===== src/led_grad_pkg.sv =====
package led_grad_pkg;

    // register offsets
    localparam logic [7:0] ADDR_FAULT_FIRST = 8'h02;
    localparam logic [7:0] ADDR_FAULT_LAST = 8'h07;
    localparam logic [7:0] ADDR_GRID_DURATION = 8'h08;
    localparam logic [7:0] ADDR_GRADATION_CONTROL = 8'h09;
    localparam logic [7:0] ADDR_BANK_CONTROL = 8'h0A;
    localparam logic [7:0] ADDR_PAGE_SELECT = 8'h0B;
    localparam logic [7:0] ADDR_GRID_FIRST = 8'h20;
    localparam logic [7:0] ADDR_GRID_LAST = 8'h5F;

    // field positions
    localparam int TIME_UNIT_MSB = 7;
    localparam int TIME_UNIT_LSB = 6;
    localparam int LENGTH_MSB = 5;
    localparam int RUN_BIT = 7;
    localparam int REPEAT_BIT = 6;
    localparam int WRITE_BANK_BIT = 7;
    localparam int EXEC_BANK_BIT = 6;
    localparam int PAGE_BIT = 7;
    localparam int THERMAL_TRIP_BIT = 7;

    // reset values
    localparam logic [7:0] GRID_DURATION_RESET = 8'h00;
    localparam logic [7:0] GRADATION_CONTROL_RESET = 8'h00;
    localparam logic [7:0] BANK_CONTROL_RESET = 8'h00;
    localparam logic [7:0] PAGE_SELECT_RESET = 8'h00;
    localparam logic [7:0] GRID_CFG_RESET = 8'h00;

    // fault codes, two bits per channel
    localparam logic [1:0] FAULT_NONE = 2'h0;
    localparam logic [1:0] FAULT_SHORT = 2'h1;
    localparam logic [1:0] FAULT_OPEN = 2'h2;

    // time unit encodings
    localparam logic [1:0] UNIT_2U5 = 2'h0;
    localparam logic [1:0] UNIT_5U = 2'h1;
    localparam logic [1:0] UNIT_10U = 2'h2;
    localparam logic [1:0] UNIT_20U = 2'h3;

    // timing
    localparam int CLK_PERIOD_NS = 20;
    localparam int STEP_2U5_NS = 2500;
    localparam int STEP_5U_NS = 5000;
    localparam int STEP_10U_NS = 10000;
    localparam int STEP_20U_NS = 20000;
    localparam logic [9:0] STEP_2U5_CYC = 10'((STEP_2U5_NS + CLK_PERIOD_NS - 1) / CLK_PERIOD_NS);
    localparam logic [9:0] STEP_5U_CYC = 10'((STEP_5U_NS + CLK_PERIOD_NS - 1) / CLK_PERIOD_NS);
    localparam logic [9:0] STEP_10U_CYC = 10'((STEP_10U_NS + CLK_PERIOD_NS - 1) / CLK_PERIOD_NS);
    localparam logic [9:0] STEP_20U_CYC = 10'((STEP_20U_NS + CLK_PERIOD_NS - 1) / CLK_PERIOD_NS);
    localparam logic [5:0] LAST_GRID = 6'h3F;

    typedef enum logic [2:0] {
        SEQ_IDLE = 3'b001,
        SEQ_RUN = 3'b010,
        SEQ_HOLD = 3'b100
    } seq_state_t;

endpackage : led_grad_pkg


===== src/pin_sync_filter.sv =====
`timescale 1ns/10ps
module pin_sync_filter #(
    parameter int WIDTH = 24
) (
    // clock and reset
    input wire logic clk_sys,
    input wire logic reset,
    // pins in, filtered levels out
    input wire logic [WIDTH-1:0] pin_in,
    output logic [WIDTH-1:0] level_out
);
    logic [WIDTH-1:0] stage1_q;
    logic [WIDTH-1:0] stage2_q;
    logic [WIDTH-1:0] stage3_q;
    logic [WIDTH-1:0] level_q;
    logic [WIDTH-1:0] level_d;
    logic [WIDTH-1:0] differ;

    // a bit moves only once stages two and three agree
    always_comb begin
        differ = stage2_q ^ stage3_q;
        level_d = (~differ & stage3_q) | (differ & level_q);
    end

    always_ff @(posedge clk_sys) begin
        if (reset) begin
            stage1_q <= '0;
            stage2_q <= '0;
            stage3_q <= '0;
            level_q <= '0;
        end else begin
            stage1_q <= pin_in;
            stage2_q <= stage1_q;
            stage3_q <= stage2_q;
            level_q <= level_d;
        end
    end

    assign level_out = level_q;

endmodule : pin_sync_filter


===== src/led_gradation_fault_control.sv =====
`timescale 1ns/10ps
// Overview of operation
// - on channel, low current flags open while the sequencer runs
// - off channel reports open status zero
// - on channel, high voltage flags short
// - voltage below threshold keeps short bit zero
// - off channel reports short status zero
// - open and short kept as distinct codes
// - overtemperature disables every output channel
// - overtemperature sets thermal trip flag
// - temperature recovery restores outputs, clears flag
// - time unit bits pick grid step
// - grid lasts step times length plus one
// - clearing run stops, returns to grid0
// - setting run starts at grid0
// - repeat zero runs once, holds grid63
// - repeat one wraps to grid0 forever
// - bank control bit 7 picks write bank
// - bank control bit 6 picks executed bank
// - page bit steers paged address range
// - fault codes 00 none, 01, 10
// - fault codes read at 02h to 07h
// - alternate open/short per grid, both in grid63
// - sixty-four grid registers hold group levels
module led_gradation_fault_control #(
    parameter int NUM_CHANNELS = 24,
    parameter int NUM_GRIDS = 64
) (
    // clock and reset
    input wire logic clk_sys,
    input wire logic reset,
    // register port
    input wire logic [7:0] reg_addr,
    input wire logic [7:0] reg_wdata,
    input wire logic reg_wr,
    input wire logic reg_rd,
    output logic [7:0] reg_rdata,
    output logic reg_rvalid,
    // analog side
    input wire logic [NUM_CHANNELS-1:0] chan_on,
    input wire logic [NUM_CHANNELS-1:0] open_cmp,
    input wire logic [NUM_CHANNELS-1:0] short_cmp,
    input wire logic thermal_trip_flag_cmp,
    // outputs
    output logic [NUM_CHANNELS-1:0] led_enable,
    output logic [7:0] grid_group_level,
    output logic [5:0] grid_index,
    output logic sequence_active,
    output logic thermal_trip_flag
);
    localparam int FAULT_BITS = 2 * NUM_CHANNELS;
    logic [NUM_CHANNELS-1:0] s_open;
    logic [NUM_CHANNELS-1:0] s_short;
    logic [0:0] s_hot;
    // comparators arrive from the analog domain, so they are filtered
    pin_sync_filter #(.WIDTH(NUM_CHANNELS)) u_sync_open (
        .clk_sys(clk_sys),
        .reset(reset),
        .pin_in(open_cmp),
        .level_out(s_open)
    );
    pin_sync_filter #(.WIDTH(NUM_CHANNELS)) u_sync_short (
        .clk_sys(clk_sys),
        .reset(reset),
        .pin_in(short_cmp),
        .level_out(s_short)
    );
    pin_sync_filter #(.WIDTH(1)) u_sync_hot (
        .clk_sys(clk_sys),
        .reset(reset),
        .pin_in(thermal_trip_flag_cmp),
        .level_out(s_hot)
    );
    // control registers
    logic [7:0] duration_q, duration_d;
    logic [7:0] grad_ctl_q, grad_ctl_d;
    logic [7:0] bank_ctl_q, bank_ctl_d;
    logic [7:0] page_q, page_d;
    logic [7:0] grid_mem_q [2][NUM_GRIDS];
    logic [7:0] grid_mem_d [2][NUM_GRIDS];
    logic [7:0] rdata_q, rdata_d;
    logic rvalid_q, rvalid_d;
    logic in_grid_range;
    logic [5:0] grid_addr;
    logic [FAULT_BITS-1:0] fault_q, fault_d;
    always_comb begin
        duration_d = duration_q;
        grad_ctl_d = grad_ctl_q;
        bank_ctl_d = bank_ctl_q;
        page_d = page_q;
        grid_mem_d = grid_mem_q;
        rdata_d = rdata_q;
        rvalid_d = reg_rd;
        in_grid_range = (reg_addr >= led_grad_pkg::ADDR_GRID_FIRST)
            && (reg_addr <= led_grad_pkg::ADDR_GRID_LAST);
        grid_addr = 6'(reg_addr - led_grad_pkg::ADDR_GRID_FIRST);
        if (reg_wr) begin
            case (reg_addr)
                led_grad_pkg::ADDR_GRID_DURATION: duration_d = reg_wdata;
                led_grad_pkg::ADDR_GRADATION_CONTROL: grad_ctl_d = reg_wdata;
                led_grad_pkg::ADDR_BANK_CONTROL: bank_ctl_d = reg_wdata;
                led_grad_pkg::ADDR_PAGE_SELECT: page_d = reg_wdata;
                default: begin
                    // page 1 of the paged range holds nothing in this block
                    if (in_grid_range && !page_q[led_grad_pkg::PAGE_BIT]) begin
                        grid_mem_d[bank_ctl_q[led_grad_pkg::WRITE_BANK_BIT]][grid_addr]
                            = reg_wdata;
                    end
                end
            endcase
        end
        if (reg_rd) begin
            rdata_d = 8'h00;
            if (reg_addr >= led_grad_pkg::ADDR_FAULT_FIRST
                    && reg_addr <= led_grad_pkg::ADDR_FAULT_LAST) begin
                rdata_d = fault_q[8 * (reg_addr - led_grad_pkg::ADDR_FAULT_FIRST) +: 8];
            end else if (reg_addr == led_grad_pkg::ADDR_GRID_DURATION) begin
                rdata_d = duration_q;
            end else if (reg_addr == led_grad_pkg::ADDR_GRADATION_CONTROL) begin
                rdata_d = grad_ctl_q;
            end else if (reg_addr == led_grad_pkg::ADDR_BANK_CONTROL) begin
                rdata_d = bank_ctl_q;
            end else if (reg_addr == led_grad_pkg::ADDR_PAGE_SELECT) begin
                rdata_d = page_q;
            end else if (in_grid_range && !page_q[led_grad_pkg::PAGE_BIT]) begin
                rdata_d = grid_mem_q[bank_ctl_q[led_grad_pkg::WRITE_BANK_BIT]][grid_addr];
            end
        end
    end

    always_ff @(posedge clk_sys) begin
        if (reset) begin
            // reserved bits come up zero and keep whatever is written to them
            duration_q <= led_grad_pkg::GRID_DURATION_RESET;
            grad_ctl_q <= led_grad_pkg::GRADATION_CONTROL_RESET;
            bank_ctl_q <= led_grad_pkg::BANK_CONTROL_RESET;
            page_q <= led_grad_pkg::PAGE_SELECT_RESET;
            for (int b = 0; b < 2; b++) begin
                for (int g = 0; g < NUM_GRIDS; g++) begin
                    grid_mem_q[b][g] <= led_grad_pkg::GRID_CFG_RESET;
                end
            end
            rdata_q <= 8'h00;
            rvalid_q <= 1'b0;
        end else begin
            duration_q <= duration_d;
            grad_ctl_q <= grad_ctl_d;
            bank_ctl_q <= bank_ctl_d;
            page_q <= page_d;
            grid_mem_q <= grid_mem_d;
            rdata_q <= rdata_d;
            rvalid_q <= rvalid_d;
        end
    end

    // sequencer
    led_grad_pkg::seq_state_t state_q, state_d;
    logic [9:0] prescale_q, prescale_d;
    logic [5:0] dur_q, dur_d;
    logic [5:0] grid_q, grid_d;
    logic [7:0] level_q, level_d;
    logic run_bit, repeat_bit, step_done, grid_done;
    logic [9:0] step_cycles;
    always_comb begin
        run_bit = grad_ctl_q[led_grad_pkg::RUN_BIT];
        repeat_bit = grad_ctl_q[led_grad_pkg::REPEAT_BIT];
        case (duration_q[led_grad_pkg::TIME_UNIT_MSB:led_grad_pkg::TIME_UNIT_LSB])
            led_grad_pkg::UNIT_2U5: step_cycles = led_grad_pkg::STEP_2U5_CYC;
            led_grad_pkg::UNIT_5U: step_cycles = led_grad_pkg::STEP_5U_CYC;
            led_grad_pkg::UNIT_10U: step_cycles = led_grad_pkg::STEP_10U_CYC;
            led_grad_pkg::UNIT_20U: step_cycles = led_grad_pkg::STEP_20U_CYC;
            default: step_cycles = led_grad_pkg::STEP_2U5_CYC;
        endcase
        step_done = (prescale_q == step_cycles - 10'h001);
        grid_done = step_done && (dur_q == duration_q[led_grad_pkg::LENGTH_MSB:0]);
        state_d = state_q;
        prescale_d = prescale_q;
        dur_d = dur_q;
        grid_d = grid_q;
        case (state_q)
            led_grad_pkg::SEQ_IDLE: begin
                prescale_d = 10'h000;
                dur_d = 6'h00;
                grid_d = 6'h00;
                if (run_bit) begin
                    state_d = led_grad_pkg::SEQ_RUN;
                end
            end
            led_grad_pkg::SEQ_RUN: begin
                prescale_d = step_done ? 10'h000 : prescale_q + 10'h001;
                if (step_done) begin
                    dur_d = grid_done ? 6'h00 : dur_q + 6'h01;
                end
                if (grid_done) begin
                    if (grid_q != led_grad_pkg::LAST_GRID) begin
                        grid_d = grid_q + 6'h01;
                    end else if (repeat_bit) begin
                        grid_d = 6'h00;
                    end else begin
                        state_d = led_grad_pkg::SEQ_HOLD;
                    end
                end
            end
            led_grad_pkg::SEQ_HOLD: begin
                grid_d = led_grad_pkg::LAST_GRID;
            end
            default: begin
                state_d = led_grad_pkg::SEQ_IDLE;
            end
        endcase
        if (!run_bit) begin
            // stopping wins over everything and parks on grid0
            state_d = led_grad_pkg::SEQ_IDLE;
            grid_d = 6'h00;
            dur_d = 6'h00;
            prescale_d = 10'h000;
        end
        level_d = grid_mem_q[bank_ctl_q[led_grad_pkg::EXEC_BANK_BIT]][grid_d];
    end

    always_ff @(posedge clk_sys) begin
        if (reset) begin
            state_q <= led_grad_pkg::SEQ_IDLE;
            prescale_q <= 10'h000;
            dur_q <= 6'h00;
            grid_q <= 6'h00;
            level_q <= 8'h00;
        end else begin
            state_q <= state_d;
            prescale_q <= prescale_d;
            dur_q <= dur_d;
            grid_q <= grid_d;
            level_q <= level_d;
        end
    end

    // fault classification
    logic [NUM_CHANNELS-1:0] enable_q, enable_d;
    logic hot_q, hot_d;
    logic det_open, det_short, sh, op, running;
    always_comb begin
        running = (state_q != led_grad_pkg::SEQ_IDLE);
        sh = 1'b0;
        op = 1'b0;
        // stopped: only short can be seen; running: alternate, both on grid63
        det_open = running && (grid_q == led_grad_pkg::LAST_GRID || !grid_q[0]);
        det_short = !running || grid_q == led_grad_pkg::LAST_GRID || grid_q[0];
        hot_d = s_hot[0];
        // chan_on is untouched, so recovery gives back the same outputs
        enable_d = s_hot[0] ? '0 : chan_on;
        fault_d = fault_q;
        for (int i = 0; i < NUM_CHANNELS; i++) begin
            sh = det_short ? s_short[i] : fault_q[2 * i];
            op = det_open ? s_open[i] : fault_q[2 * i + 1];
            if (!enable_q[i]) begin
                fault_d[2 * i +: 2] = led_grad_pkg::FAULT_NONE;
            end else if (sh) begin
                // short outranks open so code 11 cannot form
                fault_d[2 * i +: 2] = led_grad_pkg::FAULT_SHORT;
            end else if (op) begin
                fault_d[2 * i +: 2] = led_grad_pkg::FAULT_OPEN;
            end else begin
                fault_d[2 * i +: 2] = led_grad_pkg::FAULT_NONE;
            end
        end
    end

    always_ff @(posedge clk_sys) begin
        if (reset) begin
            fault_q <= '0;
            enable_q <= '0;
            hot_q <= 1'b0;
        end else begin
            fault_q <= fault_d;
            enable_q <= enable_d;
            hot_q <= hot_d;
        end
    end

    assign reg_rdata = rdata_q;
    assign reg_rvalid = rvalid_q;
    assign led_enable = enable_q;
    assign grid_group_level = level_q;
    assign grid_index = grid_q;
    assign sequence_active = running;
    assign thermal_trip_flag = hot_q;

    logic dne_any;
    always_comb begin
        dne_any = 1'b0;
        for (int i = 0; i < NUM_CHANNELS; i++) begin
            dne_any = dne_any | (fault_q[2 * i] & fault_q[2 * i + 1]);
        end
    end
endmodule : led_gradation_fault_control


===== config.mk =====
export PLATFORM = sky130hd
export DESIGN_NAME = led_gradation_fault_control
export DESIGN_NICKNAME = d
export VERILOG_FILES = /design/src/led_grad_pkg.sv /design/src/pin_sync_filter.sv /design/src/led_gradation_fault_control.sv
export SDC_FILE = /design/constraint.sdc
export NUM_CORES = 2
export LEC_CHECK = 0
export ABC_AREA = 0
export CAP_MARGIN = 20
export CORE_AREA = 2 2 364 366
export CTS_BUF_LIST = sky130_fd_sc_hd__clkbuf_4 sky130_fd_sc_hd__clkbuf_8 sky130_fd_sc_hd__clkbuf_16
export DETAILED_ROUTE_END_ITERATION = 6
export DIE_AREA = 0 0 366 368
export DONT_BUFFER_PORTS = 1
export PLACE_DENSITY_LB_ADDON = 0.3
export SLEW_MARGIN = 20
export SYNTH_ARGS = -nofsm -noshare
export SYNTH_HDL_FRONTEND = slang
export SYNTH_HIERARCHICAL = 1
export SYNTH_SLANG_ARGS = --single-unit

===== constraint.sdc =====
create_clock -name clk_sys -period 4.9 [get_ports clk_sys]
set_input_delay 0.49 -clock clk_sys [delete_from_list [all_inputs] [get_ports clk_sys]]
set_output_delay 0.49 -clock clk_sys [all_outputs]
set_load 0.02 [all_outputs]

==> metrics.txt <==
status finished, violations left; failing checks DRC, setup timing; area delta synth->final 15.1%; YS warnings 6; worst hold path type in -> reg; routed wire length approximately 260,000 um; Pleak 26.8 nW; clock period minus worst slack 4.95 ns; Pwr Density between 300 and 400 nW/um^2; largest net degree at the start of global routing 1,027; post-synthesis sequential area ratio 0.413; root buf cell clkbuf_16; GRT Overall Usage 0.370; Worst-Margin Slew roughly 1.2 ns; Post-Syn Instances roughly 7,500; Final WS setup -0.0494 ns; #FFs+latches synth approximately 1,400; Synth Area in Simple Gates 0.152; first-pass GRT wire length 384,000 um; Critical Path End Type register; total gr overflow 0; drt first pass iters 7; Final Hold Fails 0; Design Power ~0.024 W; num ports ~140; crit-path max FO 16; multiplexer area fraction after synthesis 0.183; starting density of the core 0.506; dpl cell area just under 70,000 sq um; crit path kind reg -> reg; relative slew slack 0.214; fin cells between 9,000 and 10,000; layout net count roughly 7,600; Worst setup SP type register; number of DRC markers in iteration 0 ~10,000; Layout Skew about 0.05 ns; largest cells by area after synthesis dfxtp_1, mux4_2, a21oi_1, nand2_1, o21ai_0; Site Rows roughly 130; main combinational cell family by area after synthesis compound AO/OA/AOI/OAI gates; Synthesized Nets between 7,000 and 8,000; max frequency 202 MHz; Final Setup Violations 1; Port Buffer Count 0; mapped cell area about 66,000 sq um; number of H-tree levels 4; ys flop type dfxtp_1; Arr. time, crit path between 5 and 6 ns; Max Cap Viol 0; VDD IR-drop max between 0.3 and 0.4 mV; required time worst endpoint 5.60 ns; die width around 370 um; post-synth top area share 0.413; Tcrit/Tclk final 1.01; Final ANT Viol Nets 0; Synth Area in Adders 0.00264; area of the die approximately 130,000 sq um; Sink Count 1,367; Synth Area in Compound Gates 0.199; Final Max Tran Viols 0; Placed Instances 8,804; library cells used by synthesis 90; GPL Wtd Cong ~1.0; Post-route DRC 2; DP HPWL 156,000 um; xor/xnor share of the synthesized area 0.00198; number of global-route vias before repair roughly 60,000; Core Box Area 131,000 sq um; initial antenna violation count 10; syn avg cell area about 9 sq um; CTS tree built; average wire per standard cell around 28 um; design area 76,200 sq um; RSZ-0062 raised after global routing false; DR vias/cell between 6 and 7; cell taking the most area after synthesis dfxtp_1; vias between 60,000 and 70,000; pre-CTS setup slack 0.0522 ns; share of cells above drive strength 1 0.138; asr flop ratio synth 0; maximum clock path buffer count 3; Clock Latency Late Sink 0.82 ns; CTS Buf Count roughly 150; Die H approximately 370 um; number of enable flip-flop cells after synthesis 0; Clock transition at path regs roughly 0.060 ns
## cell usage after synthesis, types with 17 or more instances
cell and number:
dfxtp_1 1367, nand2_1 1231, a21oi_1 1028, o21ai_0 892
clkbuf_1 563, mux4_2 413, nor2_1 360, mux2i_1 276
nand3_1 178, nor2b_1 163, o22ai_1 144, and3_1 100
a211oi_1 85, buf_2 85, a31oi_1 80, buf_1 62
nand2b_1 38, nor3_1 36, and2_1 32, nor3b_1 28
inv_1 21, nand4_1 21, nor4_1 20, o22a_1 19
a311oi_1 17
## flip-flops by register name, summed over array words and instances, names as in the netlist, 10 cells and up, named ones only
name,cells
fault_q,48
grid_mem_q,1024
led_enable,24
prescale_q,10
u_sync_open/stage1_q,24
u_sync_open/stage2_q,24
u_sync_open/stage3_q,24
u_sync_short/stage1_q,24
u_sync_short/stage2_q,24
u_sync_short/stage3_q,24
## final cells by class
class                   instances  area (sq um)
fillers                     11100         54600
multi-input cells            5389         36000
flip-flops and latches       1367         27400
repair buffers                531          5270
clock buffers                 222          4510
well taps                    1755          2200
clock inverters                48           810
inverters                      22          82.6
diodes                          4          10.0
## routing by layer
metal	wire, um	up-vias	track usage
li1	-	27000	-
met1	95900	30700	0.485
met2	111000	4749	0.547
met3	34000	1075	0.103
met4	17900	8	0.217
met5	59	-	0
## path summary, 6_finish.rpt
path / startpoint / to / slack (ns) / cells after the start
max: bank_ctl_q[7]$_SDFFE_PP0P_ / reg_rdata[1]$_SDFFE_PP0P_ / -0.05 / 10
min reg2reg: u_sync_open/stage1_q[16]$_SDFF_PP0_ / u_sync_open/stage2_q[16]$_SDFF_PP0_ / 0.44 / 1
max reg2reg: bank_ctl_q[7]$_SDFFE_PP0P_ / reg_rdata[1]$_SDFFE_PP0P_ / -0.05 / 10
min: reg_addr[5] / grid_mem_q[777]$_SDFFE_PP0P_ / 0.13 / 4
## power by group
group	internal [W]	switching, W	total (W)
Clock	0.00696	0.00507	0.0120
Combinational	0.000294	0.000635	0.000929
Sequential	0.0112	0.0000609	0.0112
Total	0.0184	0.00577	0.0242
## placed cells by master, fill, tap and decap left out, types with 18 or more instances in the layout
| master | n |
|---|---|
| a211oi_1 | 85 |
| a21oi_1 | 1027 |
| a31oi_1 | 79 |
| and2_1 | 28 |
| and3_1 | 100 |
| buf_12 | 30 |
| buf_4 | 242 |
| clkbuf_16 | 149 |
| clkbuf_4 | 36 |
| clkbuf_8 | 37 |
| clkinv_2 | 20 |
| dfxtp_1 | 1365 |
| dlygate4sd3_1 | 244 |
| inv_1 | 20 |
| mux2i_1 | 275 |
| mux4_2 | 413 |
| nand2_1 | 1217 |
| nand2b_1 | 34 |
| nand3_1 | 175 |
| nand4_1 | 21 |
| nor2_1 | 357 |
| nor2b_1 | 159 |
| nor3_1 | 35 |
| nor3b_1 | 28 |
| nor4_1 | 18 |
| o21ai_0 | 892 |
| o22a_1 | 19 |
| o22ai_1 | 144 |
## worst max-delay path: stages (launching register included)
cell           delay [ns]
dfxtp_4              0.76
buf_4                0.40
buf_4                0.27
mux4_2               0.53
mux4_2               0.57
mux4_2               0.55
mux2i_1              0.52
nor2_1               0.13
o21ai_0              0.32
a311oi_1             0.15
dlygate4sd3_1        0.60
## stage by stage
stage	util	hold WS [ns]	setup TNS, ns
after global placement	0.520	0.417	0
after detailed placement	0.520	0.422	0
after floorplan	-	0.414	0
final	0.583	0.127	-0.0494
after CTS	0.581	0.0181	0
after global routing	0.583	0.0767	0
## cell families (layout without fill, tap and decap cells)
kind of cell | Yosys count | in the layout
DFF | 1367 | 1367
muxes | 692 | 692
xor gates and xnor gates | 15 | 15
buffers and inverters | 761 | 823
AOI/OAI and AO/OA | 2401 | 2401
and+or+nand+nor | 2267 | 2267
adders and majority gates | 14 | 14
other | 0 | 4
## repair_timing
item                                     CTS  global route
hold buffers                             253             0
endpoints found under the setup margin     0            10
resized for setup                          0             6
hold endpoints to repair                1290             0
setup buffers                              0             1
Power figures use the tool's default switching activity.
